## src/hdbx_map.vh

```
// Register offsets, field positions, reset values and timing counts of the buffer exchange block
`ifndef HDBX_MAP_VH
`define HDBX_MAP_VH
// Register addresses (8-bit space)
`define HDBX_TX_DATA0 8'h00
`define HDBX_TX_DATA1 8'h08
`define HDBX_RX_DATA0 8'h10
`define HDBX_RX_DATA1 8'h18
`define HDBX_TX_CTRL0 8'h20
`define HDBX_TX_CTRL1 8'h21
`define HDBX_RX_STATE0 8'h22
`define HDBX_RX_STATE1 8'h23
`define HDBX_SYSTEM_ERROR_WORD 8'h24
`define HDBX_MODE 8'h25
`define HDBX_COMMAND 8'h26
`define HDBX_IRQ_STAT 8'h27
`define HDBX_IRQ_MASK 8'h28
// Status word fields
`define HDBX_LEN_HI 3
`define HDBX_LEN_LO 0
`define HDBX_LEN_MAX 4'h8
`define HDBX_TX_SFRM 4
`define HDBX_TX_EFRM 5
`define HDBX_TX_FRAB 6
`define HDBX_RX_ERR_HI 5
`define HDBX_RX_ERR_LO 4
`define HDBX_RX_SFRM 6
`define HDBX_RX_EFRM 7
// Receive error codes
`define HDBX_ERR_NONE 2'h0
`define HDBX_ERR_CRC 2'h1
`define HDBX_ERR_ALIGN 2'h2
`define HDBX_ERR_ABORT 2'h3
// Mode register fields
`define HDBX_MODE_HDLC 0
`define HDBX_MODE_RATE_HI 2
`define HDBX_MODE_RATE_LO 1
// System error and interrupt bits
`define HDBX_ERR_TX_BIT 0
`define HDBX_ERR_RX_BIT 1
`define HDBX_IRQ_TX_BIT 0
`define HDBX_IRQ_RX_BIT 1
`define HDBX_IRQ_ERR_BIT 2
// Commands
`define HDBX_CMD_START 8'h01
`define HDBX_CMD_STOP 8'h02
// Baud rates and clock
`define HDBX_CLK_HZ 125000000
`define HDBX_BAUD_1200 1200
`define HDBX_BAUD_300 300
`define HDBX_BAUD_75 75
`define HDBX_RESET_VAL 8'h00
`endif

```

## src/hdbx_baud_timer.v

```verilog
// Baud tick generator selecting one of three nominal rates
`timescale 1ns/1ns
`default_nettype none
module hdbx_baud_timer #(
  parameter integer DIV_A = 104166,
  parameter integer DIV_B = 416666,
  parameter integer DIV_C = 1666666
) (
  // Clock and reset
  input wire ref_clk_i,
  input wire rst_i,
  // Control
  input wire run_i,
  input wire [1:0] rate_i,
  // Tick out
  output reg tick_o
);
  reg [21:0] count;
  reg [21:0] limit;

  // Pick the divider for the selected rate
  always @* begin
    case (rate_i)
      2'h0: limit = DIV_A[21:0] - 22'h1;
      2'h1: limit = DIV_B[21:0] - 22'h1;
      default: limit = DIV_C[21:0] - 22'h1;
    endcase
  end

  // Free count while running, one tick per baud period
  always @(posedge ref_clk_i or posedge rst_i) begin
    if (rst_i) begin
      count <= 22'h0;
      tick_o <= 1'b0;
    end else if (!run_i) begin
      count <= 22'h0;
      tick_o <= 1'b0;
    end else if (count >= limit) begin
      count <= 22'h0;
      tick_o <= 1'b1;
    end else begin
      count <= count + 22'h1;
      tick_o <= 1'b0;
    end
  end
endmodule // hdbx_baud_timer
`default_nettype wire

```

## src/hdbx_buffer_exchange.v

```verilog
// Ping-pong transmit and receive buffer exchange between host and framer/deframer
// Summary of operation
// - Host sets tx word, modem clears it
// - Zero tx word means buffer free
// - Bad tx handshake raises tx error
// - Emptied tx buffer raises tx interrupt
// - Sync mode sends count bytes, 1..8
// - Byte count in bits 3:0
// - HDLC tx honours abort; open, close unused
// - Tx holds bit one baud period
// - Sync rx stores bytes and count
// - HDLC rx reports CRC, abort, alignment
// - Rx writes status and interrupts at one edge
// - Rx checks buffer free before filling
// - Host clears rx word, bad clear errors
// - Rx samples one bit per baud
`timescale 1ns/1ns
`default_nettype none
`include "hdbx_map.vh"
module hdbx_buffer_exchange #(
  parameter integer DIV_1200 = `HDBX_CLK_HZ / `HDBX_BAUD_1200,
  parameter integer DIV_300 = `HDBX_CLK_HZ / `HDBX_BAUD_300,
  parameter integer DIV_75 = `HDBX_CLK_HZ / `HDBX_BAUD_75
) (
  // Clock and reset
  input wire ref_clk_i,
  input wire rst_i,
  // Register port
  input wire [7:0] addr_i,
  input wire [7:0] wdata_i,
  input wire wr_i,
  input wire rd_i,
  output reg [7:0] rdata_o,
  // Serial line
  output reg tx_bit_o,
  input wire rx_bit_i,
  // Framing events from the line deframer
  input wire rx_frame_start_i,
  input wire rx_frame_end_i,
  input wire [1:0] rx_frame_err_i,
  // Interrupt
  output reg irq_o
);
  reg [7:0] tx_mem [0:15];
  reg [7:0] rx_mem [0:15];
  reg [7:0] tx_ctrl [0:1];
  reg [7:0] rx_state [0:1];
  reg [1:0] system_error_word;
  reg [2:0] irq_stat;
  reg [2:0] irq_mask;
  reg [2:0] mode;
  reg tx_run;
  reg tx_sel;
  reg [3:0] tx_idx;
  reg [2:0] tx_bit;
  reg [7:0] tx_shift;
  reg tx_busy;
  reg rx_sel;
  reg [3:0] rx_idx;
  reg [2:0] rx_bit;
  reg [7:0] rx_shift;
  reg rx_s1;
  reg rx_s2;
  reg rx_sfrm;
  reg rx_drop;
  wire baud_tick;
  wire [3:0] tx_len;
  wire tx_done_ev;
  wire rx_byte_ev;
  wire rx_close;
  wire rx_fill_ev;
  wire tx_word_bad;
  wire rx_clear_bad;
  wire tx_free_ev;
  wire rx_post_ev;
  reg [7:0] next_rx_word;
  wire [2:0] ev;
  integer i;
  integer j;

  hdbx_baud_timer #(
    .DIV_A(DIV_1200),
    .DIV_B(DIV_300),
    .DIV_C(DIV_75)
  ) u_baud (
    .ref_clk_i(ref_clk_i),
    .rst_i(rst_i),
    .run_i(1'b1),
    .rate_i(mode[`HDBX_MODE_RATE_HI:`HDBX_MODE_RATE_LO]),
    .tick_o(baud_tick)
  );

  // Current transmit buffer length and end-of-buffer detection
  assign tx_len = tx_ctrl[tx_sel][`HDBX_LEN_HI:`HDBX_LEN_LO];
  assign tx_done_ev = tx_busy && baud_tick && (tx_bit == 3'h7) && (tx_idx[2:0] == tx_len[2:0] - 3'h1);
  // Receive byte completes on the eighth sampled bit
  assign rx_byte_ev = baud_tick && (rx_bit == 3'h7) && !rx_drop;
  assign rx_close = mode[`HDBX_MODE_HDLC] ? rx_frame_end_i : 1'b0;
  assign rx_fill_ev = rx_byte_ev && ((rx_idx[2:0] == 3'h7) || rx_close) || (rx_close && rx_idx[2:0] != 3'h0);

  // Bad order, busy word, bad length or nonzero spare bit in a host write
  assign tx_word_bad = wr_i && (addr_i == `HDBX_TX_CTRL0 || addr_i == `HDBX_TX_CTRL1) &&
    (tx_ctrl[addr_i[0]] != 8'h00 || wdata_i == 8'h00 || wdata_i[7] ||
    (!mode[`HDBX_MODE_HDLC] && wdata_i[7:4] != 4'h0) ||
    (!wdata_i[`HDBX_TX_FRAB] && wdata_i[3:0] > `HDBX_LEN_MAX) ||
    (addr_i[0] != tx_sel && tx_ctrl[tx_sel] == 8'h00));
  assign rx_clear_bad = wr_i && (addr_i == `HDBX_RX_STATE0 || addr_i == `HDBX_RX_STATE1) &&
    (wdata_i != 8'h00 || rx_state[addr_i[0]] == 8'h00);
  // Modem frees an emptied word, or a data-less one at once
  assign tx_free_ev = tx_done_ev || (tx_run && baud_tick && !tx_busy && tx_ctrl[tx_sel] != 8'h00 &&
    (tx_ctrl[tx_sel][`HDBX_TX_FRAB] || tx_len == 4'h0));
  assign rx_post_ev = rx_fill_ev && !rx_drop;
  // Events that set the sticky interrupt status
  assign ev[`HDBX_IRQ_TX_BIT] = tx_free_ev;
  assign ev[`HDBX_IRQ_RX_BIT] = rx_post_ev;
  assign ev[`HDBX_IRQ_ERR_BIT] = tx_word_bad || rx_clear_bad;

  // Build the receive status word for the buffer being closed
  always @* begin
    next_rx_word = 8'h00;
    next_rx_word[`HDBX_LEN_HI:`HDBX_LEN_LO] = rx_byte_ev ? {1'b0, rx_idx[2:0]} + 4'h1 : {1'b0, rx_idx[2:0]};
    if (mode[`HDBX_MODE_HDLC]) begin
      next_rx_word[`HDBX_RX_SFRM] = rx_sfrm;
      next_rx_word[`HDBX_RX_EFRM] = rx_close;
      next_rx_word[`HDBX_RX_ERR_HI:`HDBX_RX_ERR_LO] = rx_close ? rx_frame_err_i : `HDBX_ERR_NONE;
    end
  end

  // Line input synchroniser
  always @(posedge ref_clk_i or posedge rst_i) begin
    if (rst_i) begin
      rx_s1 <= 1'b0;
      rx_s2 <= 1'b0;
    end else begin
      rx_s1 <= rx_bit_i;
      rx_s2 <= rx_s1;
    end
  end

  // Transmit framer: one bit held per baud period, ping-pong buffers
  always @(posedge ref_clk_i or posedge rst_i) begin
    if (rst_i) begin
      tx_sel <= 1'b0;
      tx_idx <= 4'h0;
      tx_bit <= 3'h0;
      tx_shift <= 8'h00;
      tx_busy <= 1'b0;
      tx_bit_o <= 1'b1;
    end else if (!tx_run) begin
      tx_sel <= 1'b0;
      tx_idx <= 4'h0;
      tx_bit <= 3'h0;
      tx_busy <= 1'b0;
      tx_bit_o <= 1'b1;
    end else if (baud_tick) begin
      if (!tx_busy) begin
        tx_bit_o <= 1'b1;
        // Abort-only or empty words close at once without data
        if (tx_ctrl[tx_sel] != 8'h00 && !tx_ctrl[tx_sel][`HDBX_TX_FRAB] && tx_len != 4'h0) begin
          tx_busy <= 1'b1;
          tx_idx <= 4'h0;
          tx_bit <= 3'h0;
          tx_shift <= tx_mem[{tx_sel, 3'h0}];
        end else if (tx_ctrl[tx_sel] != 8'h00) begin
          // A data-less word is freed at once, so the turn passes on
          tx_sel <= ~tx_sel;
        end
      end else begin
        tx_bit_o <= tx_shift[0];
        tx_shift <= {1'b0, tx_shift[7:1]};
        tx_bit <= tx_bit + 3'h1;
        if (tx_bit == 3'h7) begin
          if (tx_done_ev) begin
            tx_busy <= 1'b0;
            tx_sel <= ~tx_sel;
          end else begin
            tx_idx <= tx_idx + 4'h1;
            tx_shift <= tx_mem[{tx_sel, tx_idx[2:0] + 3'h1}];
          end
        end
      end
    end
  end

  // Receive deframer: one sample per baud period into the free buffer
  always @(posedge ref_clk_i or posedge rst_i) begin
    if (rst_i) begin
      rx_sel <= 1'b0;
      rx_idx <= 4'h0;
      rx_bit <= 3'h0;
      rx_shift <= 8'h00;
      rx_sfrm <= 1'b0;
      rx_drop <= 1'b0;
      for (j = 0; j < 16; j = j + 1) begin
        rx_mem[j] <= 8'h00;
      end
    end else begin
      if (baud_tick) begin
        rx_shift <= {rx_s2, rx_shift[7:1]};
        rx_bit <= rx_bit + 3'h1;
        if (rx_bit == 3'h0 && rx_idx == 4'h0) begin
          rx_drop <= (rx_state[rx_sel] != 8'h00);
        end
      end
      if (rx_byte_ev) begin
        rx_mem[{rx_sel, rx_idx[2:0]}] <= {rx_s2, rx_shift[7:1]};
        rx_idx <= rx_idx + 4'h1;
      end
      if (rx_fill_ev) begin
        rx_idx <= 4'h0;
        rx_sel <= ~rx_sel;
        rx_sfrm <= 1'b0;
      end
      // A start in the closing cycle belongs to the next buffer
      if (rx_frame_start_i) begin
        rx_sfrm <= 1'b1;
      end
    end
  end

  // Host registers, handshake words, errors and interrupts
  always @(posedge ref_clk_i or posedge rst_i) begin
    if (rst_i) begin
      tx_ctrl[0] <= `HDBX_RESET_VAL;
      tx_ctrl[1] <= `HDBX_RESET_VAL;
      rx_state[0] <= `HDBX_RESET_VAL;
      rx_state[1] <= `HDBX_RESET_VAL;
      system_error_word <= 2'h0;
      irq_stat <= 3'h0;
      irq_mask <= 3'h0;
      mode <= 3'h0;
      tx_run <= 1'b0;
      rdata_o <= 8'h00;
      irq_o <= 1'b0;
      for (i = 0; i < 16; i = i + 1) begin
        tx_mem[i] <= 8'h00;
      end
    end else begin
      if (wr_i) begin
        if (addr_i[7:4] == 4'h0) begin
          tx_mem[addr_i[3:0]] <= wdata_i;
        end
        case (addr_i)
          `HDBX_TX_CTRL0, `HDBX_TX_CTRL1: begin
            if (tx_word_bad) begin
              system_error_word[`HDBX_ERR_TX_BIT] <= 1'b1;
            end
            tx_ctrl[addr_i[0]] <= wdata_i;
          end
          `HDBX_RX_STATE0, `HDBX_RX_STATE1: begin
            if (rx_clear_bad) begin
              system_error_word[`HDBX_ERR_RX_BIT] <= 1'b1;
            end else begin
              rx_state[addr_i[0]] <= 8'h00;
            end
          end
          `HDBX_MODE: mode <= wdata_i[2:0];
          `HDBX_IRQ_MASK: irq_mask <= wdata_i[2:0];
          `HDBX_COMMAND: begin
            if (wdata_i == `HDBX_CMD_START) begin
              tx_run <= 1'b1;
            end else if (wdata_i == `HDBX_CMD_STOP) begin
              tx_run <= 1'b0;
            end
          end
          default: ;
        endcase
      end
      // Modem frees the emptied transmit word
      if (tx_free_ev) begin
        tx_ctrl[tx_sel] <= 8'h00;
      end
      // Status word and its interrupt bit settle in the same edge
      if (rx_post_ev) begin
        rx_state[rx_sel] <= next_rx_word;
      end
      // Read data and clear-on-read of the interrupt status, set wins
      rdata_o <= 8'h00;
      if (rd_i) begin
        if (addr_i[7:4] == 4'h0) begin
          rdata_o <= tx_mem[addr_i[3:0]];
        end else if (addr_i[7:4] == 4'h1) begin
          rdata_o <= rx_mem[addr_i[3:0]];
        end else begin
          case (addr_i)
            `HDBX_TX_CTRL0: rdata_o <= tx_ctrl[0];
            `HDBX_TX_CTRL1: rdata_o <= tx_ctrl[1];
            `HDBX_RX_STATE0: rdata_o <= rx_state[0];
            `HDBX_RX_STATE1: rdata_o <= rx_state[1];
            `HDBX_SYSTEM_ERROR_WORD: rdata_o <= {6'h00, system_error_word};
            `HDBX_MODE: rdata_o <= {5'h00, mode};
            `HDBX_COMMAND: rdata_o <= {7'h00, tx_run};
            `HDBX_IRQ_STAT: rdata_o <= {5'h00, irq_stat};
            `HDBX_IRQ_MASK: rdata_o <= {5'h00, irq_mask};
            default: rdata_o <= 8'h00;
          endcase
        end
      end
      if (rd_i && addr_i == `HDBX_IRQ_STAT) begin
        irq_stat <= ev;
        irq_o <= |(ev & irq_mask);
      end else begin
        irq_stat <= irq_stat | ev;
        irq_o <= |((irq_stat | ev) & irq_mask);
      end
      if (rd_i && addr_i == `HDBX_SYSTEM_ERROR_WORD) begin
        system_error_word <= 2'h0;
      end
    end
  end
endmodule // hdbx_buffer_exchange
`default_nettype wire

```

## config.mk

```make
export PLATFORM = sky130hd
export DESIGN_NAME = hdbx_buffer_exchange
export DESIGN_NICKNAME = d
export VERILOG_FILES = /design/src/hdbx_baud_timer.v /design/src/hdbx_buffer_exchange.v
export VERILOG_INCLUDE_DIRS = /design/src
export SDC_FILE = /design/constraint.sdc
export NUM_CORES = 1
export LEC_CHECK = 0
export BUFFER_PORTS_ARGS = -buffer_cell sky130_fd_sc_hd__buf_4
export CAP_MARGIN = 25
export CORE_ASPECT_RATIO = 0.8
export CORE_MARGIN = 4
export CORE_UTILIZATION = 30
export CTS_CLUSTER_DIAMETER = 60
export DETAILED_ROUTE_END_ITERATION = 8
export HOLD_SLACK_MARGIN = 0.03
export PLACE_DENSITY = 0.52
export RECOVER_POWER = 25
export SETUP_SLACK_MARGIN = 0.2
export SLEW_MARGIN = 5
export SYNTH_ARGS = -nofsm -noshare
export SYNTH_HDL_FRONTEND = slang
export SYNTH_SLANG_ARGS = --single-unit
```

## constraint.sdc

```tcl
create_clock -name ref_clk_i -period 13.2 [get_ports ref_clk_i]
set_input_delay 2.64 -clock ref_clk_i [delete_from_list [all_inputs] [get_ports ref_clk_i]]
set_output_delay 2.64 -clock ref_clk_i [all_outputs]
set_load 0.1 [all_outputs]
```

## Yosys cells after proc, flatten, opt, wreduce, memory -nomap -nowiden

Index checks and enable logic that the tools add are counted.

- Latch bits: 0
- Flip-flop bits (word level): 370
- Bits in writable memories: 0
- Memories kept: 0
- Logic and storage cells: 309
- Input bits: 25
- ROM bits: 0

- Divide/modulo/power cells: 0
- Multiply operators: 0
- Reduce and logical (&&, ||, !) cells: 86
- Shifts and indexed selects: 0
- Bitwise logic cells: 16
- Eq/ne operators: 25
- $add $sub $neg: 8
- $lt $le $gt $ge: 14
- Muxes and demuxes: 100

Operators with widths:

| kind | number |
|---|---|
| bitwise mux 128 bit | 2 |
| two-way mux 8 bit | 32 |
| binary-select mux 8 bit (select 4 bit) | 4 |
| two-way mux 16 bit | 7 |
| equality test 8 x 6 -> 1 bit, second input constant | 9 |
| one-hot mux 8 bit (9 select lines) | 1 |
| demux 8 bit (select 4 bit) | 2 |
| one-hot mux 21 bit (2 select lines) | 1 |
| two-way mux 4 bit | 10 |
| bitwise AND 16 bit | 2 |
| bitwise mux 16 bit | 2 |
| inverter 16 bit | 2 |
| nonzero test 8 bit | 4 |
| logical AND 1 bit | 29 |
| two-way mux 1 bit | 27 |
| demux 8 bit (select 1 bit) | 3 |
| logical NOT 8 bit | 3 |
| adder 22 x 1 -> 22 bit, second input constant | 1 |
| greater-or-equal comparator 22 x 21 -> 1 bit | 1 |
| two-way mux 22 bit | 1 |
| greater-or-equal comparator 5 bit, second input constant | 4 |
| inverter 4 -> 5 bit | 4 |
| nonzero test 2 bit | 9 |
| two-way mux 3 bit | 5 |
| 37 further kinds | 84 |

## Depth between registers and ports, before layout

Gate-level depths: netlist of the first run.

- Depth in word-level cells: 16
- Mapped depth: 11
- Mapped depth without buffers: 10

## Hierarchy

A second synthesis of the first run with hierarchy kept.

- Cell total of the unflattened synthesis: 1,416
- Area total of the unflattened synthesis: 18,893.1 um^2

By module, submodules not included:

| module | sequential area each (um^2) | cells each | times used | area an instance (um^2) |
|---|---|---|---|---|
| hdbx_buffer_exchange | 8,634.5 | 1,235 | 1 | 17,214.0 |
| hdbx_baud_timer | 575.6 | 181 | 1 | 1,679.1 |

## Least setup slack after synthesis of the first run

Ideal clock, no wire load.

- Kind: input port to flip-flop
- Start: input wdata_i[5]
- End: register irq_o
- Library setup time: 126 ps
- Stages: 7
- Slack: 8,890 ps
- Data arrival time: 4,184 ps
- Buffers on the path: 1
- Path through: buf_2 -> or3_4 -> a21o_1 -> a2111oi_2 -> a211oi_1 -> o21a_1 -> a221o_1

- Word-level cells in the longest chain between the ends: 12
- Elaborated cells between the ends (all ways): 19

RTL lines:

| item | line | RTL |
|---|---|---|
| start: declaration | hdbx_buffer_exchange.v:30 | `input wire [7:0] wdata_i,` |
| logical NOT 8 bit | hdbx_buffer_exchange.v:103 | `(tx_ctrl[addr_i[0]] != 8'h00 \|\| wdata_i == 8'h00 \|\| wdata_i[7] \|\|` |
| logical OR 1 bit (5 in series) | hdbx_buffer_exchange.v:103 |  |
| logical AND 1 bit | hdbx_buffer_exchange.v:102 | `` assign tx_word_bad = wr_i && (addr_i == `HDBX_TX_CTRL0 \|\| addr_i == `HDBX_TX_CTRL1) && `` |
| logical OR 1 bit * | hdbx_buffer_exchange.v:116 | `` assign ev[`HDBX_IRQ_ERR_BIT] = tx_word_bad \|\| rx_clear_bad; `` |
| OR 3 bit | hdbx_buffer_exchange.v:304 | `irq_o <= \|((irq_stat \| ev) & irq_mask);` |
| bitwise AND 3 bit | hdbx_buffer_exchange.v:304 |  |
| OR reduction 3 bit | hdbx_buffer_exchange.v:304 |  |
| two-way mux 1 bit * | hdbx_buffer_exchange.v:299 | `` if (rd_i && addr_i == `HDBX_IRQ_STAT) begin `` |
| end signal: assignment | hdbx_buffer_exchange.v:301 | `irq_o <= \|(ev & irq_mask);` |
| end signal: assignment | hdbx_buffer_exchange.v:304 |  |
| end: declaration | hdbx_buffer_exchange.v:42 | `output reg irq_o` |

Every way passes the cells marked *; elsewhere a longest branch is shown, timed or not.
A chain may end at the register's enable or synchronous reset.

==> metrics.cfg, run 1 <==
[status]
status=complete, but fails checks
violations=max-capacitance violations, max-slew violations

[detailed_routing]
ant_nets=0
dr.first_iter.drc_count=1019
vias_per_cell=5.424
via_count=12377
wl_per_cell_um=23.74
detail_route.first_pass.iterations=5
drc=0
drt-total-wl_um=54190

[synth]
ys_seq_area_frac=0.4881
yosys.area_share.simple=0.08932
syn_avg_cell_area_um2=13.34
synth.net_count=1472
async_reset_ff_frac=1.000
synth-xor-area-share=0.01392
synth_edf_count=0
synthTopCellsByCount=367 x dfrtp_1, 262 x mux2_2, 107 x nand2_1
synth_cell_types=73
yosysMostFrequentCell=dfrtp_1
synth_area_leaders=dfrtp_1 49%, mux2_2 16%, mux4_2 12%
synth_fa_ha_area_frac=0.02188
yosys_warnings=0
synth-main-ff-cell=dfrtp_1
synth-compound-area-share=0.04933
syn_area_mm2=0.01887
ys_ff_latch=368
synth_top_cell_area_share=0.4867
synth_top_family_by_area=multiplexers
muxShareOfSynthArea=0.3122
synth_top_area_cell=dfrtp_1
syn_inst=1414

[clock_tree]
cts_buffers=42
clockBufferDepth=3
cts_root_buffer=clkbuf_16
cts_resized=0
cts_tree=built
clk_latency_ns=0.57
clock_sinks=368
postCtsSetupRepairBufs=0
htreeDepth=2
clk_pin_slew_ns=0.06
cts_hold_buf=0

[place]
port_buffers=34
dp_slack_ns=7.488
place.gp.congestion=0.8254
placed_cells=2204
dp_hpwl_um=36740
place_area_mm2=0.01988

[power_and_ir_drop]
netSwitchingFraction=0.2493
power.share.clock=0.461
p_int_mw=2.011
power_density_mw_per_mm2=125.4
power_mw=2.679
ir_drop_mv=0.08862
pwr-share-comb=0.082
p_leak_nw=9.761
netSwitchingPower_mw=0.6680
p_seq_frac=0.458

[worst_hold_path]
min_from=rx_s1
hold_class=reg2reg

[sta]
fin_ws_ns=6.789
worst_slew_pin_slew_ns=4.281
skew_ns=0.01071
fmaxAchievable_ghz=0.1560
finalMaxSlewViolations=125
final-hold-violation-count=0
min_period_over_period=0.4856
hold_slack_ns=0.3464
post-route-min-period_ns=6.411
setup_viol=0
finalSetupTns_ns=0
relSlewSlack=-1.870
rsz0062_at_grt=false

[final_layout]
num_antenna_cells=0
finalCoreUtilization=0.3462
drive_gt1_frac=0.3499
fin_cells=2282
layout.nets=1478
multiInputGateArea_mm2=0.009193
final_cell_area_mm2=0.02137
final-seq-area_mm2=0.009211
area_growth_pct=13.25
fillers=5979

[critical_path]
worst-endpoint-arrival_ns=7.09
r2r-start=tx_sel
crit_path_start_kind=input pin
criticalPathCategory=in2async
worstPathMaxFanout=96
cp_data_required_time_ns=13.88
worstSetupStartpoint=rst_i
endpoint_kind=async pin

[die]
ios=35
die_area_mm2=0.06700
core_mm2=0.06172
num_rows=81
die_h_um=232.3
die-width_um=288.4
start_util=0.3057

[grt]
overflow=0
antenna_found_initial=3
grt_pass1_wl_um=82560
track_usage=0.1629
grt_pass1_vias=12505
grt_max_degree=97

[run]
maxCapViolations=2

[metal layers]
layer / vias up / global-route usage / routed length [um]
li1: 5338 / - / -
met4: 2 / 0.03597 / 845
met3: 59 / 0.03827 / 3850
met2: 355 / 0.2275 / 22480
met5: - / 0 / 13
met1: 6623 / 0.2540 / 27000
[power groups by stage]
stage	registers [mW]	logic, mW	clock network, mW
after global placement	1.24	0.213	0
after CTS	1.22	0.218	1.27
after floorplan	1.23	0.156	0
final	1.23	0.219	1.23
after detailed placement	1.24	0.217	0
after global routing	1.23	0.239	1.31
[area by class of cell]
| class | instances | area share |
|---|---|---|
| Sequential cell | 368 | 0.4311 |
| Multi-Input combinational cell | 941 | 0.4302 |
| Clock buffer | 61 | 0.05720 |
| Tap cell | 830 | 0.04860 |
| Timing Repair Buffer | 51 | 0.01944 |
| Clock inverter | 15 | 0.01066 |
| Inverter | 16 | 0.002869 |
[placed cells by master (no fill, tap or decap), drive strengths merged, types with 8 or more instances in the layout]
| cell | n |
|---|---|
| nor2b | 13 |
| a22oi | 8 |
| and2 | 8 |
| mux4 | 109 |
| nor4 | 10 |
| xor2 | 17 |
| clkbuf | 65 |
| and3 | 18 |
| nand3 | 29 |
| a22o | 8 |
| nor2 | 60 |
| a21oi | 18 |
| nand2 | 107 |
| nand4 | 12 |
| buf | 47 |
| ha | 33 |
| xnor2 | 13 |
| mux2 | 262 |
| inv | 18 |
| mux2i | 46 |
| o21ai | 36 |
| nor3 | 36 |
| dfrtp | 367 |
[cell families after synthesis]
kind of cell | after synthesis
muxes | 417
DFF | 368
and+or+nand+nor | 326
AOI/OAI and AO/OA | 135
buffers and inverters | 105
adders and majority gates | 33
xor gates and xnor gates | 30
[registers in the layout (all words and copies together) (netlist names), 2 cells and up]
| signal | cells |
|---|---|
| irq_mask | 3 |
| irq_stat | 3 |
| mode | 3 |
| rdata_o | 8 |
| rx_bit | 3 |
| rx_idx | 4 |
| rx_mem | 128 |
| rx_shift | 7 |
| rx_state | 16 |
| system_error_word | 2 |
| tx_bit | 3 |
| tx_ctrl | 16 |
| tx_idx | 3 |
| tx_mem | 128 |
| tx_shift | 8 |
| u_baud.count | 22 |
[final timing paths]
path,to,slack (ns),cells after the start
setup / recovery,tx_bit_o,6.79,5
hold / removal,rx_s2,0.35,0
setup reg to reg,tx_ctrl[11],9.03,9
hold reg to reg,rx_s2,0.35,0
max in group ref_clk_i,tx_mem[115],8.14,6
min in group asynchronous,rx_mem[7],3.36,2
[critical path, cell delays in order]
cell and delay [ns]:
clkbuf_4 0.11, clkinvlp_2 2.36, buf_4 0.98, buf_4 0.45
buf_16 0.32
Note: power is estimated with default switching activity, not from simulation.
==> run 2, diff against run 1 <==
- PLACE_DENSITY: 0.52 -> 0.5
- clock period: 13.2 -> 6.5 ns (I/O delays scaled with it)
==> metrics.cfg, run 2 (synthesized netlist as in run 1, its figures left out) <==
[clock_tree]
cts_resized=0  ; unchanged
clk_pin_slew_ns=0.06  ; about the same
cts_root_buffer=clkbuf_16  ; unchanged
cts_buffers=42  ; unchanged
htreeDepth=2  ; unchanged
cts_hold_buf=0  ; unchanged
postCtsSetupRepairBufs=0  ; unchanged
clockBufferDepth=3  ; unchanged
clk_latency_ns=0.56  ; was 0.57 ns
cts_tree=built  ; unchanged
clock_sinks=368  ; unchanged

[critical_path]
endpoint_kind=register  ; was async pin
criticalPathCategory=reg2reg  ; was in2async
ff2ff_path_depth=7  ; was 9
crit_path_start_kind=register  ; was input pin
crit_top_cell=buf_4  ; unchanged
worstPathMaxFanout=36  ; was 96
worst-endpoint-arrival_ns=4.01  ; was 7.09 ns
crit_chain=buf_4 > ha_2 > buf_4 > mux4_2 > mux4_1 > o22ai_1 > nor2_1  ; was clkbuf_4 > clkinvlp_2 > buf_4 > buf_4 > buf_16
slowest_stage=ha_2  ; was clkinvlp_2
cp_data_required_time_ns=6.93  ; was 13.88 ns
critPathMaxStageDelay_ns=0.69  ; was 2.36 ns

[die]
die-width_um=288.4  ; unchanged
die_area_mm2=0.06700  ; unchanged
num_rows=81  ; unchanged
ios=35  ; unchanged
core_mm2=0.06172  ; unchanged
start_util=0.3057  ; unchanged
die_h_um=232.3  ; unchanged

[final_layout]
num_antenna_cells=0  ; unchanged
final_cell_mix=366 x dfrtp_1, 262 x mux2_2, 107 x nand2_1  ; unchanged
layout.nets=1476  ; was 1,478
area_growth_pct=13.17  ; was 13.25%
drive_gt1_frac=0.3501  ; was 0.3499
final_cell_area_mm2=0.02135  ; was 0.02137 mm^2
layout_commonest_cell=dfrtp_1  ; unchanged
reg_top3=rx_mem (128), tx_mem (128), u_baud.count (22)  ; unchanged
finalCoreUtilization=0.3460  ; was 0.3462

[grt]
grt_pass1_wl_um=81940  ; was 82,560 um
overflow=0  ; unchanged
grt_pass1_vias=12291  ; was 12,505
grt_max_degree=141  ; was 97
antenna_found_initial=2  ; was 3
track_usage=0.1605  ; was 0.1629

[worst_hold_path]
min_delay_path_depth=0  ; unchanged
hold_class=reg2reg  ; unchanged

[sta]
min_period_over_period=0.5503
finalSetupTns_ns=0  ; unchanged
finalMaxSlewViolations=0  ; was 125
post-route-min-period_ns=3.577
setup_viol=0  ; unchanged
skew_ns=0.01220  ; was 0.01071 ns
final-hold-violation-count=0  ; unchanged
fmaxAchievable_ghz=0.2796
rsz0062_at_grt=false  ; unchanged
relSlewSlack=0.1556  ; was -1.870
worst_slew_pin_slew_ns=1.260  ; was 4.281 ns
fin_ws_ns=2.923  ; was 6.789 ns

[detailed_routing]
wl_per_cell_um=23.31  ; was 23.74 um
vias_per_cell=5.395  ; was 5.424
dr.first_iter.drc_count=936  ; was 1,019
via_count=12289  ; was 12,377
ant_nets=0  ; unchanged
drt-total-wl_um=53100  ; was 54,190 um
drc=0  ; unchanged
detail_route.first_pass.iterations=5  ; unchanged

[place]
place_area_mm2=0.01990  ; was 0.01988 mm^2
dp_slack_ns=2.505  ; was 7.488 ns
place.gp.congestion=0.8327  ; was 0.8254
port_buffers=34  ; unchanged
dp_hpwl_um=36000  ; was 36,740 um

[power_and_ir_drop]
power_density_mw_per_mm2=252.2  ; was 125.4 mW/mm^2
ir_drop_mv=0.1652  ; was 0.08862 mV
p_leak_nw=9.761  ; about the same

[status]
status=complete, no violations  ; was complete, but fails checks

[run]
maxCapViolations=0  ; was 2

-- run 2: cell count changes in the layout (fill, tap and decap cells not counted), sizes merged --
cell,delta
buf,-2
bufinv,-1
clkinv,+1
inv,-2
-- run 2: per-stage QoR --
| stage | cells | total power, mW | hold slack, ns |
|---|---|---|---|
| final | 2278 | 5.386 | 0.3633 |
| after global routing | 2278 | 5.604 | 0.3701 |
| after CTS | 2276 | 5.457 | 0.3659 |
| after detailed placement | 2202 | 2.961 | 0.3517 |
| after global placement | 2202 | 2.955 | 0.3459 |
| after floorplan | 1414 | 2.807 | 0.3312 |
-- run 2: worst paths after layout --
path / startpoint / endpoint / slack, ns
worst min register to register: rx_s1 / rx_s2 / 0.36
max in group asynchronous: rst_i / u_baud.count[16] / 3.94
worst min-delay path: rx_s1 / rx_s2 / 0.36
worst max register to register: tx_idx[0] / tx_shift[2] / 2.92
min in group asynchronous: rst_i / rx_mem[109] / 1.02
worst max-delay path: tx_idx[0] / tx_shift[2] / 2.92
-- run 2: critical path, delay by kind of cell (launching register included) --
kind                     cells  cell delay, ns
AO/OA/AOI/OAI                1            0.17
adder cells (fa/ha/maj)      1            0.69
buffers and inverters        2            0.97
flip-flops                   1            0.34
multiplexers                 2            1.18
AND/OR/NAND/NOR              1            0.06
-- run 2: layout make-up --
cell class	count	area, um^2
clock buffer	61	1254
clock inverter	13	177.7
tap	830	1039
fill	5957	40370
timing repair buffer	49	419.2
inverter	16	61.31
multi-input combinational	941	9193
sequential	368	9211
-- run 2: where the power goes --
part	switching [mW]	total, mW	internal [mW]
combinational	0.250	0.440	0.189
sequential	0.0980	2.48	2.39
clock	0.968	2.46	1.50
-- run 2: per-layer routing --
layer  wire (um)  vias to the layer above  GRT usage  share of wire
li1            -                     5330          -              -
met1       26920                     6605     0.2549           0.51
met2       21830                      309     0.2178           0.41
met3        3614                       45    0.04014          0.068
met4         746                        0    0.03303          0.014
met5           0                        -          0              0
